**src/hw/pssa_defines.svh**
```systemverilog
`ifndef PSSA_DEFINES_SVH
`define PSSA_DEFINES_SVH

// Clock and time base
`define PSSA_CLK_MHZ        125
`define PSSA_TICKS_PER_SEC  125000000
`define PSSA_SYNC_WIN_S     3
`define PSSA_SYNC_WIN_CYC   (`PSSA_SYNC_WIN_S * `PSSA_TICKS_PER_SEC)
`define PSSA_REF_PER_SEC    10000000
`define PSSA_REF_W          24
`define PSSA_SEC_W          32
`define PSSA_SLEW_W         32
`define PSSA_OFS_W          21
`define PSSA_OFS_MAX        21'sd999999
`define PSSA_OFS_MIN        (-21'sd999999)
`define PSSA_SLEW_OFS       21'sd1000000
`define PSSA_FOFS_W         22
`define PSSA_ALM_RESTART    8'h16
`define PSSA_ALM_NONE       8'h00
`define PSSA_ALM_SLOTS      5
`define PSSA_PPS_WIDTH      24'd200

`endif

```
**src/hw/pssa_pkg.sv**
```systemverilog
package pssa_pkg;
	typedef enum logic [1:0] {
		PSSA_ST_OPER  = 2'b00,
		PSSA_ST_WARM  = 2'b01,
		PSSA_ST_MINOR = 2'b10,
		PSSA_ST_MAJOR = 2'b11
	} pssa_state_t;

	typedef enum logic [1:0] {
		PSSA_SL_IDLE = 2'b00,
		PSSA_SL_ADV  = 2'b01,
		PSSA_SL_RET  = 2'b10
	} pssa_slew_t;
endpackage : pssa_pkg

```
**src/hw/pssa_alarm_list.sv**
```systemverilog
`timescale 1ns/1ns
`default_nettype none
`include "pssa_defines.svh"

// ************************************************
// Five-slot alarm list, registered read
// ************************************************
module pssa_alarm_list (
	input  wire logic       i_core_clk,
	input  wire logic       i_sys_rst,
	input  wire logic       i_ce,
	input  wire logic       i_clear,
	input  wire logic       i_add,
	input  wire logic [7:0] i_code,
	output logic      [39:0] o_list
);
	logic [39:0] list_d, list_q;
	logic        present;
	logic        placed;

	always_comb begin
		list_d  = list_q;
		present = 1'b0;
		placed  = 1'b0;
		if (i_clear) begin
			list_d = '0;
		end
		for (int i = 0; i < `PSSA_ALM_SLOTS; i++) begin
			if (list_d[i*8 +: 8] == i_code) begin
				present = 1'b1;
			end
		end
		if (i_add && !present) begin
			for (int i = 0; i < `PSSA_ALM_SLOTS; i++) begin
				if (!placed && list_d[i*8 +: 8] == `PSSA_ALM_NONE) begin
					list_d[i*8 +: 8] = i_code;
					placed = 1'b1;
				end
			end
		end
	end

	always_ff @(posedge i_core_clk or posedge i_sys_rst) begin
		if (i_sys_rst) begin
			list_q <= '0;
		end else if (i_ce) begin
			list_q <= list_d;
		end
	end

	assign o_list = list_q;
endmodule : pssa_alarm_list
`default_nettype wire

```
**src/hw/pssa_ctrl.sv**
```systemverilog
`timescale 1ns/1ns
`default_nettype none
`include "pssa_defines.svh"

module pssa_ctrl (
	input  wire logic                     i_core_clk,
	input  wire logic                     i_sys_rst,
	input  wire logic                     i_ce,
	input  wire logic                     i_ref_tick,
	input  wire logic                     i_pulse_align_input,
	input  wire logic                     i_ofs_wr,
	input  wire logic signed [20:0]       i_ofs_val,
	input  wire logic                     i_sync_cmd,
	input  wire logic                     i_slew_start,
	input  wire logic                     i_slew_adv,
	input  wire logic [31:0]              i_slew_ns,
	input  wire logic                     i_slew_abort,
	input  wire logic                     i_locked,
	input  wire logic                     i_minor_cond,
	input  wire logic [7:0]               i_minor_code,
	input  wire logic                     i_major_cond,
	input  wire logic [7:0]               i_major_code,
	input  wire logic                     i_alarm_reset,
	input  wire logic                     i_policy_strict,
	output logic signed [21:0]            o_freq_ofs,
	output logic                          o_pps,
	output logic                          o_outputs_en,
	output logic                          o_led_fault,
	output logic                          o_led_lock,
	output logic                          o_slew_busy,
	output logic                          o_sync_busy,
	output pssa_pkg::pssa_state_t         o_state,
	output logic [39:0]                   o_alarm_list
);
	import pssa_pkg::*;

	// ************************************************
	// Registers
	// ************************************************
	logic signed [20:0] prog_d, prog_q;
	logic signed [21:0] fofs_d, fofs_q;
	logic [23:0]        div_d, div_q;
	logic               pps_d, pps_q;
	logic               align_d, align_q;
	logic               sync_d, sync_q;
	logic [31:0]        win_d, win_q;
	pssa_slew_t         sl_d, sl_q;
	logic [31:0]        slcnt_d, slcnt_q;
	logic [26:0]        sec_d, sec_q;
	logic               rflag_d, rflag_q;
	logic               rpend_d, rpend_q;
	logic               busy_d, busy_q;
	logic               major_d, major_q;
	logic               en_d, en_q;
	logic               fault_d, fault_q;
	logic               lock_d, lock_q;
	pssa_state_t        st_d, st_q;
	logic               clr_list;
	logic               add_alm;
	logic [7:0]         add_code;

	function automatic logic signed [20:0] clamp_ofs(
		input logic signed [20:0] v);
		if (v > `PSSA_OFS_MAX) begin
			return `PSSA_OFS_MAX;
		end else if (v < `PSSA_OFS_MIN) begin
			return `PSSA_OFS_MIN;
		end
		return v;
	endfunction : clamp_ofs

	// ************************************************
	// Frequency, pulse and phase control
	// ************************************************
	always_comb begin
		prog_d  = prog_q;
		div_d   = div_q;
		pps_d   = pps_q;
		sync_d  = sync_q;
		win_d   = win_q;
		sl_d    = sl_q;
		slcnt_d = slcnt_q;
		sec_d   = sec_q;
		align_d = i_pulse_align_input;
		if (i_ofs_wr) begin
			prog_d = clamp_ofs(i_ofs_val);
		end
		if (i_ref_tick) begin
			if (div_q == 24'(`PSSA_REF_PER_SEC - 1)) begin
				div_d = '0;
			end else begin
				div_d = div_q + 24'd1;
			end
		end
		pps_d = (div_d < `PSSA_PPS_WIDTH) && en_q;
		if (i_sync_cmd) begin
			sync_d = 1'b1;
			win_d  = '0;
		end else if (sync_q) begin
			if (i_pulse_align_input && !align_q) begin
				div_d  = '0;
				pps_d  = en_q;
				sync_d = 1'b0;
			end else if (win_q == 32'(`PSSA_SYNC_WIN_CYC - 1)) begin
				sync_d = 1'b0;
			end else begin
				win_d = win_q + 32'd1;
			end
		end
		if (i_slew_abort) begin
			sl_d = PSSA_SL_IDLE;
		end else if (i_slew_start && i_slew_ns != '0) begin
			sl_d    = i_slew_adv ? PSSA_SL_ADV : PSSA_SL_RET;
			slcnt_d = i_slew_ns;
			sec_d   = '0;
		end else if (sl_q != PSSA_SL_IDLE) begin
			if (sec_q == 27'(`PSSA_TICKS_PER_SEC - 1)) begin
				sec_d = '0;
				if (slcnt_q == 32'd1) begin
					sl_d = PSSA_SL_IDLE;
				end
				slcnt_d = slcnt_q - 32'd1;
			end else begin
				sec_d = sec_q + 27'd1;
			end
		end
		unique case (sl_d)
			PSSA_SL_ADV:  fofs_d = 22'(prog_d) + 22'(`PSSA_SLEW_OFS);
			PSSA_SL_RET:  fofs_d = 22'(prog_d) - 22'(`PSSA_SLEW_OFS);
			default:      fofs_d = 22'(prog_d);
		endcase
		busy_d = (sl_d != PSSA_SL_IDLE);
	end

	// ************************************************
	// Alarms and output muting
	// ************************************************
	always_comb begin
		rflag_d  = rflag_q;
		rpend_d  = rpend_q;
		major_d  = major_q;
		clr_list = i_alarm_reset;
		add_alm  = 1'b0;
		add_code = `PSSA_ALM_RESTART;
		if (i_alarm_reset) begin
			rflag_d = 1'b0;
			rpend_d = 1'b0;
		end
		if (i_major_cond) begin
			major_d  = 1'b1;
			add_alm  = 1'b1;
			add_code = i_major_code;
		end else if (major_q) begin
			major_d  = 1'b0;
			rflag_d  = 1'b1;
			rpend_d  = 1'b1;
		end else if (rpend_q) begin
			// Restart code enters once, minor codes not starved
			add_alm  = 1'b1;
			add_code = `PSSA_ALM_RESTART;
			rpend_d  = 1'b0;
		end else if (i_minor_cond) begin
			add_alm  = 1'b1;
			add_code = i_minor_code;
		end
		// Cleared list refills from the next cycle on
		if (i_alarm_reset) begin
			add_alm = 1'b0;
		end
		en_d = i_locked && !major_d
			&& !(i_policy_strict && rflag_d);
		fault_d = i_major_cond || i_minor_cond;
		lock_d  = i_locked && !major_d;
		if (major_d) begin
			st_d = PSSA_ST_MAJOR;
		end else if (!i_locked) begin
			st_d = PSSA_ST_WARM;
		end else if (i_minor_cond) begin
			st_d = PSSA_ST_MINOR;
		end else begin
			st_d = PSSA_ST_OPER;
		end
	end

	always_ff @(posedge i_core_clk or posedge i_sys_rst) begin
		if (i_sys_rst) begin
			prog_q  <= '0;
			fofs_q  <= '0;
			div_q   <= '0;
			pps_q   <= 1'b0;
			align_q <= 1'b0;
			sync_q  <= 1'b0;
			win_q   <= '0;
			sl_q    <= PSSA_SL_IDLE;
			slcnt_q <= '0;
			sec_q   <= '0;
			rflag_q <= 1'b1;
			rpend_q <= 1'b1;
			busy_q  <= 1'b0;
			major_q <= 1'b0;
			en_q    <= 1'b0;
			fault_q <= 1'b0;
			lock_q  <= 1'b0;
			st_q    <= PSSA_ST_WARM;
		end else if (i_ce) begin
			prog_q  <= prog_d;
			fofs_q  <= fofs_d;
			div_q   <= div_d;
			pps_q   <= pps_d;
			align_q <= align_d;
			sync_q  <= sync_d;
			win_q   <= win_d;
			sl_q    <= sl_d;
			slcnt_q <= slcnt_d;
			sec_q   <= sec_d;
			rflag_q <= rflag_d;
			rpend_q <= rpend_d;
			busy_q  <= busy_d;
			major_q <= major_d;
			en_q    <= en_d;
			fault_q <= fault_d;
			lock_q  <= lock_d;
			st_q    <= st_d;
		end
	end

	pssa_alarm_list u_list (
		.i_core_clk (i_core_clk),
		.i_sys_rst  (i_sys_rst),
		.i_ce       (i_ce),
		.i_clear    (clr_list),
		.i_add      (add_alm),
		.i_code     (add_code),
		.o_list     (o_alarm_list)
	);

	assign o_freq_ofs   = fofs_q;
	assign o_pps        = pps_q;
	assign o_outputs_en = en_q;
	assign o_led_fault  = fault_q;
	assign o_led_lock   = lock_q;
	assign o_slew_busy  = busy_q;
	assign o_sync_busy  = sync_q;
	assign o_state      = st_q;
endmodule : pssa_ctrl
`default_nettype wire

```
**config.mk**
```make
export PLATFORM = sky130hd
export DESIGN_NAME = pssa_ctrl
export DESIGN_NICKNAME = d
export VERILOG_FILES = /design/src/hw/pssa_pkg.sv /design/src/hw/pssa_alarm_list.sv /design/src/hw/pssa_ctrl.sv
export VERILOG_INCLUDE_DIRS = /design/src /design/src/hw
export SDC_FILE = /design/constraint.sdc
export NUM_CORES = 1
export LEC_CHECK = 0
export ABC_AREA = 0
export ABC_CLOCK_PERIOD_IN_PS = 6800
export BUFFER_PORTS_ARGS = -buffer_cell sky130_fd_sc_hd__buf_2
export CAP_MARGIN = 20
export CORE_ASPECT_RATIO = 0.5
export CORE_UTILIZATION = 40
export DETAILED_ROUTE_END_ITERATION = 8
export GPL_TIMING_DRIVEN = 0
export PLACE_DENSITY = 0.62
export SLEW_MARGIN = 20
export SYNTH_ARGS = -nofsm -noshare
export SYNTH_HDL_FRONTEND = slang
export SYNTH_SLANG_ARGS = --single-unit
```
**constraint.sdc**
```tcl
create_clock -name i_core_clk -period 6.8 [get_ports i_core_clk]
set_input_delay 1.36 -clock i_core_clk [delete_from_list [all_inputs] [get_ports i_core_clk]]
set_output_delay 1.36 -clock i_core_clk [all_outputs]
set_load 0.05 [all_outputs]
```
=== Yosys cells after proc, flatten, opt, wreduce, memory -nomap -nowiden ===
Cells that the tools add are included.

* Add/subtract/negate cells: 6
* Reduce and logical (&&, ||, !) cells: 34
* Equality and inequality tests: 13
* Div/mod/pow operators: 0
* Multiplexer cells: 76
* $lt $le $gt $ge: 3
* Multiply operators: 0
* Shift-type cells: 0
* Bitwise gates (word level): 1

{| class="wikitable"
|+ Operators with widths
! operator !! number
|-
| $mux 32 || 7
|-
| $mux 24 || 5
|-
| $mux 21 || 4
|-
| $mux 27 || 3
|-
| $mux 40 || 2
|-
| $mux 8 || 9
|-
| $pmux 22 s2 || 1
|-
| $eq 8x8->1 || 5
|-
| $logic_not 8->1 || 5
|-
| $mux 1 || 36
|-
| $add 32x1->32 const B || 1
|-
| $eq 32x1->1 const B || 1
|-
| $eq 32x29->1 const B || 1
|-
| $reduce_bool 32->1 || 1
|-
| $sub 32x1->32 const B || 1
|-
| $add 27x1->27 const B || 1
|-
| $eq 27x27->1 const B || 1
|-
| $add 24x1->24 const B || 1
|-
| $eq 24x24->1 const B || 1
|-
| $lt 24x8->1 const B || 1
|-
| $add 21x21->22 const B || 1
|-
| $sub 21x21->22 const B || 1
|-
| $gt 21x21->1 const B || 1
|-
| $lt 21x21->1 const B || 1
|-
| 11 further kinds || 42
|}

* RAM bits: 0
* Bits in registers: 212
* Bits of input ports: 84
* Output and inout bits: 70
* Bits in latches: 0
* Memories kept: 0
* Memory bits (read-only): 0

=== Depth between registers and ports, before layout ===
Gate-level depths: netlist (run 1).

* Depth in word-level cells: 29
* Gate-level depth with buffers: 19

=== Modules after synthesis ===
From an unflattened synthesis (run 1), not the netlist that was laid out.

* Cells, all modules: 1,495
* Area, all modules: 13,230.2 um^2

{| class="wikitable"
|+ By module, submodules not included
! module !! cells each !! instances !! seq. area each (um^2) !! area each (um^2)
|-
| pssa_ctrl || 1,187 || 1 || 4,157.7 || 10,367.4
|-
| pssa_alarm_list || 308 || 1 || 1,001.0 || 2,862.7
|}

=== Worst setup path after synthesis (run 1) ===
OpenSTA, ideal clock, no wires.

* Kind: input to register
* Start point: in i_slew_ns[25]
* End point: reg fofs_q[20] (netlist: o_freq_ofs[20])
* Path buffers: 1
* Stages: 17
* Arrival time: 5.194 ns
* Setup time: 0.129 ns
* Data required time: 6.671 ns
* Setup slack: 1.477 ns
* Path through: nor4_1 -> nand4_1 -> o21a_1 -> clkbuf_1 -> a31oi_1 -> a22oi_1 -> or2_2 -> ha_1 -> fa_1 -> a21o_1 -> a21o_1 -> a2111o_1 -> nand3_1 -> nand2_1 -> a2111oi_0 -> nor3_1 -> nand3b_1

* Longest elaborated chain between the ends: 6

{| class="wikitable"
|+ RTL lines
! element !! line !! text
|-
| start: declaration || pssa_ctrl.sv:16 || <nowiki>input wire logic [31:0] i_slew_ns,</nowiki>
|-
| $reduce_bool 32->1 * || pssa_ctrl.sv:112 || <nowiki>end else if (i_slew_start && i_slew_ns != '0) begin</nowiki>
|-
| $logic_and 1x1->1 * || pssa_ctrl.sv:112 ||
|-
| $mux 2 * || pssa_ctrl.sv:112 ||
|-
| $mux 2 * || pssa_ctrl.sv:110 || <nowiki>if (i_slew_abort) begin</nowiki>
|-
| $eq 2x2->1 or $eq 2x1->1 (tied branches) || pssa_ctrl.sv:127 || <nowiki>unique case (sl_d)</nowiki>
|-
| $pmux 22 s2 * || pssa_ctrl.sv:127 ||
|-
| end signal: assignment || pssa_ctrl.sv:207 || <nowiki>fofs_q <= fofs_d;</nowiki>
|-
| end: declaration || pssa_ctrl.sv:41 || <nowiki>logic signed [21:0] fofs_d, fofs_q;</nowiki>
|}

Every way passes the cells marked *; elsewhere a longest branch is shown, timed or not.
A chain may end at the register's enable or synchronous reset.

=== Worst setup path after layout (run 1) ===
* Start point: in i_slew_ns[0]
* End point: reg fofs_q[20] (netlist: o_freq_ofs[20])

The elaborated chain is that of the path after synthesis.

==> metrics.txt, run 1 <==
Synth Area per Inst=8.65 um^2; number of vias after detailed routing=12,400; sequential fraction of the synthesis area=0.397; area taken by multi-input logic gates=0.00732 mm^2; worst hold margin=0.479 ns; antenna violation net count after detailed routing=0; category of the most critical setup path=input pin to flop; final net count=1,792; post-CTS resize count=0; total number of yosys warnings=0; Routed Wire Length=39.8 mm; number of primary I/O pins=154; ys async rst share=1.00; worst-skew pair later-pin latency=0.54 ns; relative slew slack=0.293; Filler Cell Count=3,144; layout cells sized above 1=0.168; EDFF count, synth=0; initial standard-cell utilization of the core=0.408; final-report setup violation count=0; ant diodes=0; Internal=0.00241 W; average vias per placed instance=5.83; maximum fanout along the worst path=10; remaining global-route overflow=0; number of distinct library cells after synthesis=88; vertical die dimension=129 um; post-CTS setup buffers=0; global-route wire length before repair=63.4 mm; data arrival time of the critical path=6.39 ns; switching share of total power=0.341; CP bufs+invs=2; register bit count reported by yosys=206; DRC violation total after the first TritonRoute iteration=877; Sequential Power Share=0.404; CP endpoint kind=flop; most area-hungry cell type in the Yosys netlist=sky130_fd_sc_hd__dfrtp_1; final total negative setup slack=0 ns; initial antenna violation count=0; combinational group share of total power=0.244; outcome=finished, final reports clean; ratio of final minimum period to clock period=0.881; Worst setup SP type=input pin; H-tree levels=1; clock slew seen by the registers of the worst setup and hold paths=0.06 ns; clock tree sinks=206; slew at the pin with the worst max-slew slack=1.06 ns; setup repair after global routing missed its margin=false; IR drop worst, VDD=0.151 mV; area share of the leading cell type in the synthesized netlist=0.391; power share of the clock group=0.353; setup slack of the critical path after layout=0.807 ns; delay of the slowest critical-path stage=0.59 ns; post-layout minimum cycle time=5.99 ns; sequential cell area=0.00516 mm^2; global placement routability congestion=0.911; Min-Delay Path Class=flop to flop; Mapped Nets=1,609; cell with the largest stage delay on the worst path=sky130_fd_sc_hd__a2111oi_0; most frequent cell after synthesis=sky130_fd_sc_hd__dfrtp_1; port bufs=151; DRC violations left=0; cells along the critical path=buf_2 > nor4_1 > nand4_1 > o21a_1 > clkbuf_1 > a31oi_1 > a22oi_1 > or2_2 > ha_1 > fa_1 > a21o_1 > a21o_1 > a2111o_1 > nand3_1 > nand2_1 > a2111oi_0 > nor3_1 > nand3b_1; clock root buffer=sky130_fd_sc_hd__clkbuf_16; largest net degree at the start of global routing=34; via count of the first global-routing pass=11,700; Floorplan Core Area=0.0318 mm^2; required time at the endpoint of the critical path=7.20 ns; synth cell count leaders=203 x sky130_fd_sc_hd__dfrtp_1, 174 x sky130_fd_sc_hd__nand2_1, 139 x sky130_fd_sc_hd__nor2_1; kind of cell adding the most delay to the critical path=compound AO/OA/AOI/OAI gates; post-synth design cell area=0.0130 mm^2; area of the die=0.0333 mm^2; fmax=0.167 GHz; Leakage Power=6.41 nW; reported max-cap violation count=0; pre-CTS setup slack=0.357 ns; Max Clock Skew=0.0228 ns; number of buffers between clock root and the deepest sink=3; DP HPWL=29.0 mm; number of endpoints with negative hold slack in the final report=0; count of TritonRoute iterations in the first routing pass=5; area overhead of the layout relative to synthesis=17.3%; predominant post-synthesis flop cell=sky130_fd_sc_hd__dfrtp_1; row cnt=46; switching pwr=0.00125 W; Area contributors post-synth=sky130_fd_sc_hd__dfrtp_1 39%, sky130_fd_sc_hd__o21ai_0 5.2%, sky130_fd_sc_hd__nand2_1 5.0%; TritonCTS clock tree=built; routed wire length per instance=18.7 um; cell type with the highest occurrence count on the critical path=sky130_fd_sc_hd__a21o_1; TritonCTS buffer count=22; Die X-Extent=257 um; hold_buf cts=0; final slew viol count=0; Total Routing Usage GR=0.236; Pwr per Cell Area=240 mW/mm^2; count of mapped cells out of synthesis=1,503
-- area by class of cell --
cell class	count	area share
inverter	31	0.00788
clock inverter	8	0.00665
sequential	206	0.338
buffer	91	0.0271
tap	432	0.0355
clock buffer	32	0.0438
timing repair buffer	159	0.0603
multi-input combinational	1175	0.480
-- routing by layer --
metal,share of wire,track usage,vias up
met2,0.47,0.392,370
met3,0.055,0.0374,65
met5,0,0,-
met4,0.020,0.0546,0
li1,-,-,5957
met1,0.46,0.325,6054
-- layout by cell type, fill, tap and decap left out, drive strengths merged, types with 26 or more instances in the layout --
master | Yosys | layout
xor2 | 36 | 36
buf | 26 | 185
xnor2 | 36 | 36
nor4 | 39 | 39
clkbuf | 65 | 97
dfrtp | 203 | 203
and3 | 26 | 26
a21oi | 72 | 72
nor3 | 42 | 42
o31ai | 47 | 47
o21ai | 137 | 137
inv | 30 | 29
nor2 | 139 | 139
nand4 | 29 | 29
nand3 | 57 | 57
nand2 | 175 | 175
-- path summary, 6_finish.rpt --
kind                                    from             end  slack (ns)  cells after the start
worst max-delay path            i_slew_ns[0]  o_freq_ofs[20]        0.81                     18
worst min-delay path              prog_q[13]      prog_q[13]        0.48                      1
worst max register to register   slcnt_q[20]  o_freq_ofs[20]        1.09                     18
worst min register to register    prog_q[13]      prog_q[13]        0.48                      1
max in group asynchronous          i_sys_rst      o_state[0]        4.84                      5
min in group asynchronous          i_sys_rst       prog_q[4]        0.90                      2
-- power groups by stage --
stage / sequential, W / combinational, W / clock, W
floorplan: 0.00160 / 0.000502 / 0
global placement: 0.00149 / 0.000866 / 0
detailed placement: 0.00149 / 0.000886 / 0
CTS: 0.00147 / 0.000888 / 0.00132
global route: 0.00149 / 0.000968 / 0.00137
finish: 0.00148 / 0.000889 / 0.00129
-- stage by stage --
step	util	power [W]	cells	instance area [um^2]
floorplan	-	0.00210	1503	13000
global placement	0.449	0.00236	2086	14300
detailed placement	0.454	0.00238	2094	14500
CTS	0.479	0.00368	2134	15200
global route	0.479	0.00383	2134	15200
finish	0.479	0.00365	2134	15200
-- flip-flops by register name, indices dropped and copies added, names as in the netlist, 2 cells and up --
| signal | cells |
|---|---|
| u_list.o_list | 40 |
| sec_q | 27 |
| prog_q | 21 |
| slcnt_q | 32 |
| div_q | 24 |
| sl_q | 2 |
| o_state | 2 |
| win_q | 32 |
| o_freq_ofs | 16 |
-- kinds of logic (layout without fill, tap and decap cells) --
family	count (synthesis)	in the layout	share of synthesized area
AOI/OAI and AO/OA	434	434	0.230
xor gates and xnor gates	72	72	0.0485
adders and majority gates	22	22	0.0218
buffers and inverters	122	321	0.0407
DFF	206	206	0.397
muxes	24	24	0.0198
and+or+nand+nor	623	623	0.242
(Power assumes the default switching activity.)
==> run 2, diff against run 1 <==
--- a/config.mk
+++ b/config.mk
@@ -14,8 +14,9 @@
 export CORE_UTILIZATION = 40
 export DETAILED_ROUTE_END_ITERATION = 8
 export GPL_TIMING_DRIVEN = 0
-export PLACE_DENSITY = 0.62
+export PLACE_DENSITY = 0.61
 export SLEW_MARGIN = 20
 export SYNTH_ARGS = -nofsm -noshare
 export SYNTH_HDL_FRONTEND = slang
+export SYNTH_HIERARCHICAL = 1
 export SYNTH_SLANG_ARGS = --single-unit
==> metrics.txt, run 2 <==
Min-Delay Path Class=flop to flop; final total negative setup slack=0 ns (unchanged); Routed Wire Length=40.2 mm (+1.1%); r2r startpoint=sec_q[10]; area of the die=0.0339 mm^2 (+1.8%); number of vias after detailed routing=12,300 (-1.1%); DRC violation total after the first TritonRoute iteration=1,062 (+21%); required time at the endpoint of the critical path=7.23 ns (+0.03 ns); number of buffers between clock root and the deepest sink=3 (unchanged); R2R Setup Slk=1.20 ns (+0.11 ns); row cnt=46 (unchanged); delay of the slowest critical-path stage=0.51 ns (-0.08 ns); slew at the pin with the worst max-slew slack=0.784 ns (-0.277 ns); post-CTS setup buffers=0 (unchanged); number of endpoints with negative hold slack in the final report=0 (unchanged); CP bufs+invs=3 (+1); count of mapped cells out of synthesis=1,495 (-0.53%); relative slew slack=0.477 (+0.185); average vias per placed instance=5.81 (-0.34%); hold_sp=prog_q[6]; Mapped Nets=1,601 (-0.50%); final slew viol count=0 (unchanged); synth cell count leaders=203 x sky130_fd_sc_hd__dfrtp_1, 152 x sky130_fd_sc_hd__nor2_1, 129 x sky130_fd_sc_hd__o21ai_0; number of primary I/O pins=154 (unchanged); ant diodes=0 (unchanged); initial antenna violation count=0 (unchanged); count of TritonRoute iterations in the first routing pass=6 (+1); hold_buf cts=0 (unchanged); category of the most critical setup path=input pin to flop; worst-skew pair later-pin latency=0.52 ns (-0.02 ns); area overhead of the layout relative to synthesis=16.2%; sequential fraction of the synthesis area=0.390 (-0.00702); post-layout minimum cycle time=6.18 ns (+0.185 ns); cell with the largest stage delay on the worst path=sky130_fd_sc_hd__or4_1; global placement routability congestion=0.908 (-0.37%); most frequent cell after synthesis=sky130_fd_sc_hd__dfrtp_1; most common cell after layout, fill and taps aside=sky130_fd_sc_hd__dfrtp_1; clock root buffer=sky130_fd_sc_hd__clkbuf_16; predominant post-synthesis flop cell=sky130_fd_sc_hd__dfrtp_1; Worst setup SP type=input pin; routed wire length per instance=19.0 um (+1.9%); cell type with the highest occurrence count on the critical path=sky130_fd_sc_hd__ha_1; largest net degree at the start of global routing=85 (+150%); TritonCTS clock tree=built; TritonCTS buffer count=21 (-4.5%); ys async rst share=1.00 (unchanged); maximum fanout along the worst path=10 (unchanged); Area contributors post-synth=sky130_fd_sc_hd__dfrtp_1 38%, sky130_fd_sc_hd__o21ai_0 4.9%, sky130_fd_sc_hd__nor2_1 4.3%; antenna violation net count after detailed routing=0 (unchanged); port bufs=150 (-0.66%); Max Clock Skew=0.0146 ns (-0.00813 ns); Floorplan Core Area=0.0321 mm^2 (+0.90%); GR met3 Demand/Resource=0.0384 (+0.00102); outcome=finished, final reports clean; area share of the leading cell type in the synthesized netlist=0.384 (-0.00691); post-synth design cell area=0.0132 mm^2 (+1.8%); Pwr per Cell Area=238 mW/mm^2 (-0.80%); setup repair after global routing missed its margin=false; final net count=1,777 (-0.84%); kind of cell adding the most delay to the critical path=compound AO/OA/AOI/OAI gates; H-tree levels=1 (unchanged); register bit count reported by yosys=206 (unchanged); DRC violations left=0 (unchanged); Cell Count Post-Placement=2,080 (-0.67%); cells along the critical path=buf_2 > nor4_1 > nand4_1 > o21a_1 > clkbuf_1 > a41oi_1 > a21oi_1 > nor2_1 > ha_1 > inv_1 > ha_1 > and4_1 > a221oi_1 > o21ai_0 > o2111a_1 > or4_1 > a31oi_1; max FFs per register=40 (unchanged); EDFF count, synth=0 (unchanged); cell count of the worst hold path=2 (+1); via count of the first global-routing pass=11,500 (-1.3%); data arrival time of the critical path=6.61 ns (+0.22 ns); cell depth of the worst flop-to-flop path=15 (-3); clock tree sinks=206 (unchanged); Leakage Power=6.34 nW (-1.1%); M2 GR Usage=0.382 (-0.0102); remaining global-route overflow=0 (unchanged); CP endpoint kind=flop; number of distinct library cells after synthesis=104 (+18%); clock slew seen by the registers of the worst setup and hold paths=0.07 ns (about the same); ratio of final minimum period to clock period=0.909 (+0.0272); Cell Count, Final, Fillers Out=2,117 (-0.80%); met1 usage in global routing=0.333 (+0.00775); DP HPWL=28.9 mm (-0.22%); busiest layer in global routing=met2; IR drop worst, VDD=0.141 mV (-6.7%); initial standard-cell utilization of the core=0.412 (+0.00363); fmax=0.162 GHz (-3.0%); Total Routing Usage GR=0.237 (+0.00153); most frequent cells in the layout=203 x sky130_fd_sc_hd__dfrtp_1, 165 x sky130_fd_sc_hd__buf_2, 152 x sky130_fd_sc_hd__nor2_1; reported max-cap violation count=0 (unchanged); Die X-Extent=259 um (+0.89%); layout cells sized above 1=0.176 (+0.00763); total number of yosys warnings=6 (+6); Synth Area per Inst=8.85 um^2 (+2.3%); vertical die dimension=131 um (+0.88%); post-route core utilization=0.478 (about the same); global-route wire length before repair=64.0 mm (+0.85%); critical path depth in cells=17 (-1); post-CTS resize count=0 (unchanged); worst setup path startpoint=i_slew_ns[17]; final-report setup violation count=0 (unchanged); most area-hungry cell type in the Yosys netlist=sky130_fd_sc_hd__dfrtp_1
## run 2: kinds of logic (layout without fill, tap and decap cells)
kind of cell    count (synthesis)  in the layout  synth area share
compound gates                438            438             0.222
xor+xnor                       73             73            0.0489
fa+ha+maj                      22             22            0.0214
buf+inv                       136            326            0.0529
flops                         206            206             0.390
mux                            27             27            0.0223
simple gates                  593            593             0.242
## run 2: through the flow
stage,instance area [um^2],setup slack (ns),hold slack (ns),total power [W]
floorplan,13200,0.955,0.441,0.00207
global placement,14500,-1.40,0.454,0.00232
detailed placement,14600,0.275,0.461,0.00233
CTS,15400,0.787,0.474,0.00368
global route,15400,0.387,0.520,0.00383
finish,15400,0.622,0.474,0.00365
## run 2: per-layer routing
layer	wire (um)	share of wire
met2	18100	0.45
met3	2380	0.059
met1	18800	0.47
met5	0	0
met4	959	0.024
## run 2: power breakdown
part	internal [W]	switching, W
Clock	0.000809	0.000526
Sequential	0.00134	0.000120
Combinational	0.000286	0.000569
## run 2: worst reg2reg max path: stages (launching register included)
cell and delay, ns:
sky130_fd_sc_hd__dfrtp_1 0.42, sky130_fd_sc_hd__nor4b_1 0.32, sky130_fd_sc_hd__nand4_1 0.17, sky130_fd_sc_hd__nor4_1 0.67, sky130_fd_sc_hd__a41oi_1 0.42, sky130_fd_sc_hd__a22oi_1 0.25, sky130_fd_sc_hd__or2_2 0.17, sky130_fd_sc_hd__ha_1 0.46
sky130_fd_sc_hd__inv_1 0.26, sky130_fd_sc_hd__ha_1 0.40, sky130_fd_sc_hd__and4_1 0.23, sky130_fd_sc_hd__a221oi_1 0.45, sky130_fd_sc_hd__o21ai_0 0.26, sky130_fd_sc_hd__o2111a_1 0.33, sky130_fd_sc_hd__or4_1 0.51, sky130_fd_sc_hd__a31oi_1 0.20
## run 2: final cells by class
type                    instances  area, um^2
fillers                      3152       16700
plain buffers                  98         557
flip-flops and latches        206        5160
multi-input cells            1153        7380
well taps                     432         541
inverters                      38         150
repair buffers                153         803
clock buffers                  27         598
clock inverters                10         175
## run 2: path summary, 6_finish.rpt
| path | end |
|---|---|
| setup / recovery | o_freq_ofs[19] |
| hold reg to reg | prog_q[6] |
| setup reg to reg | o_freq_ofs[19] |
| max in group asynchronous | win_q[28] |
| hold / removal | prog_q[6] |
| min in group asynchronous | u_list/o_list[9] |
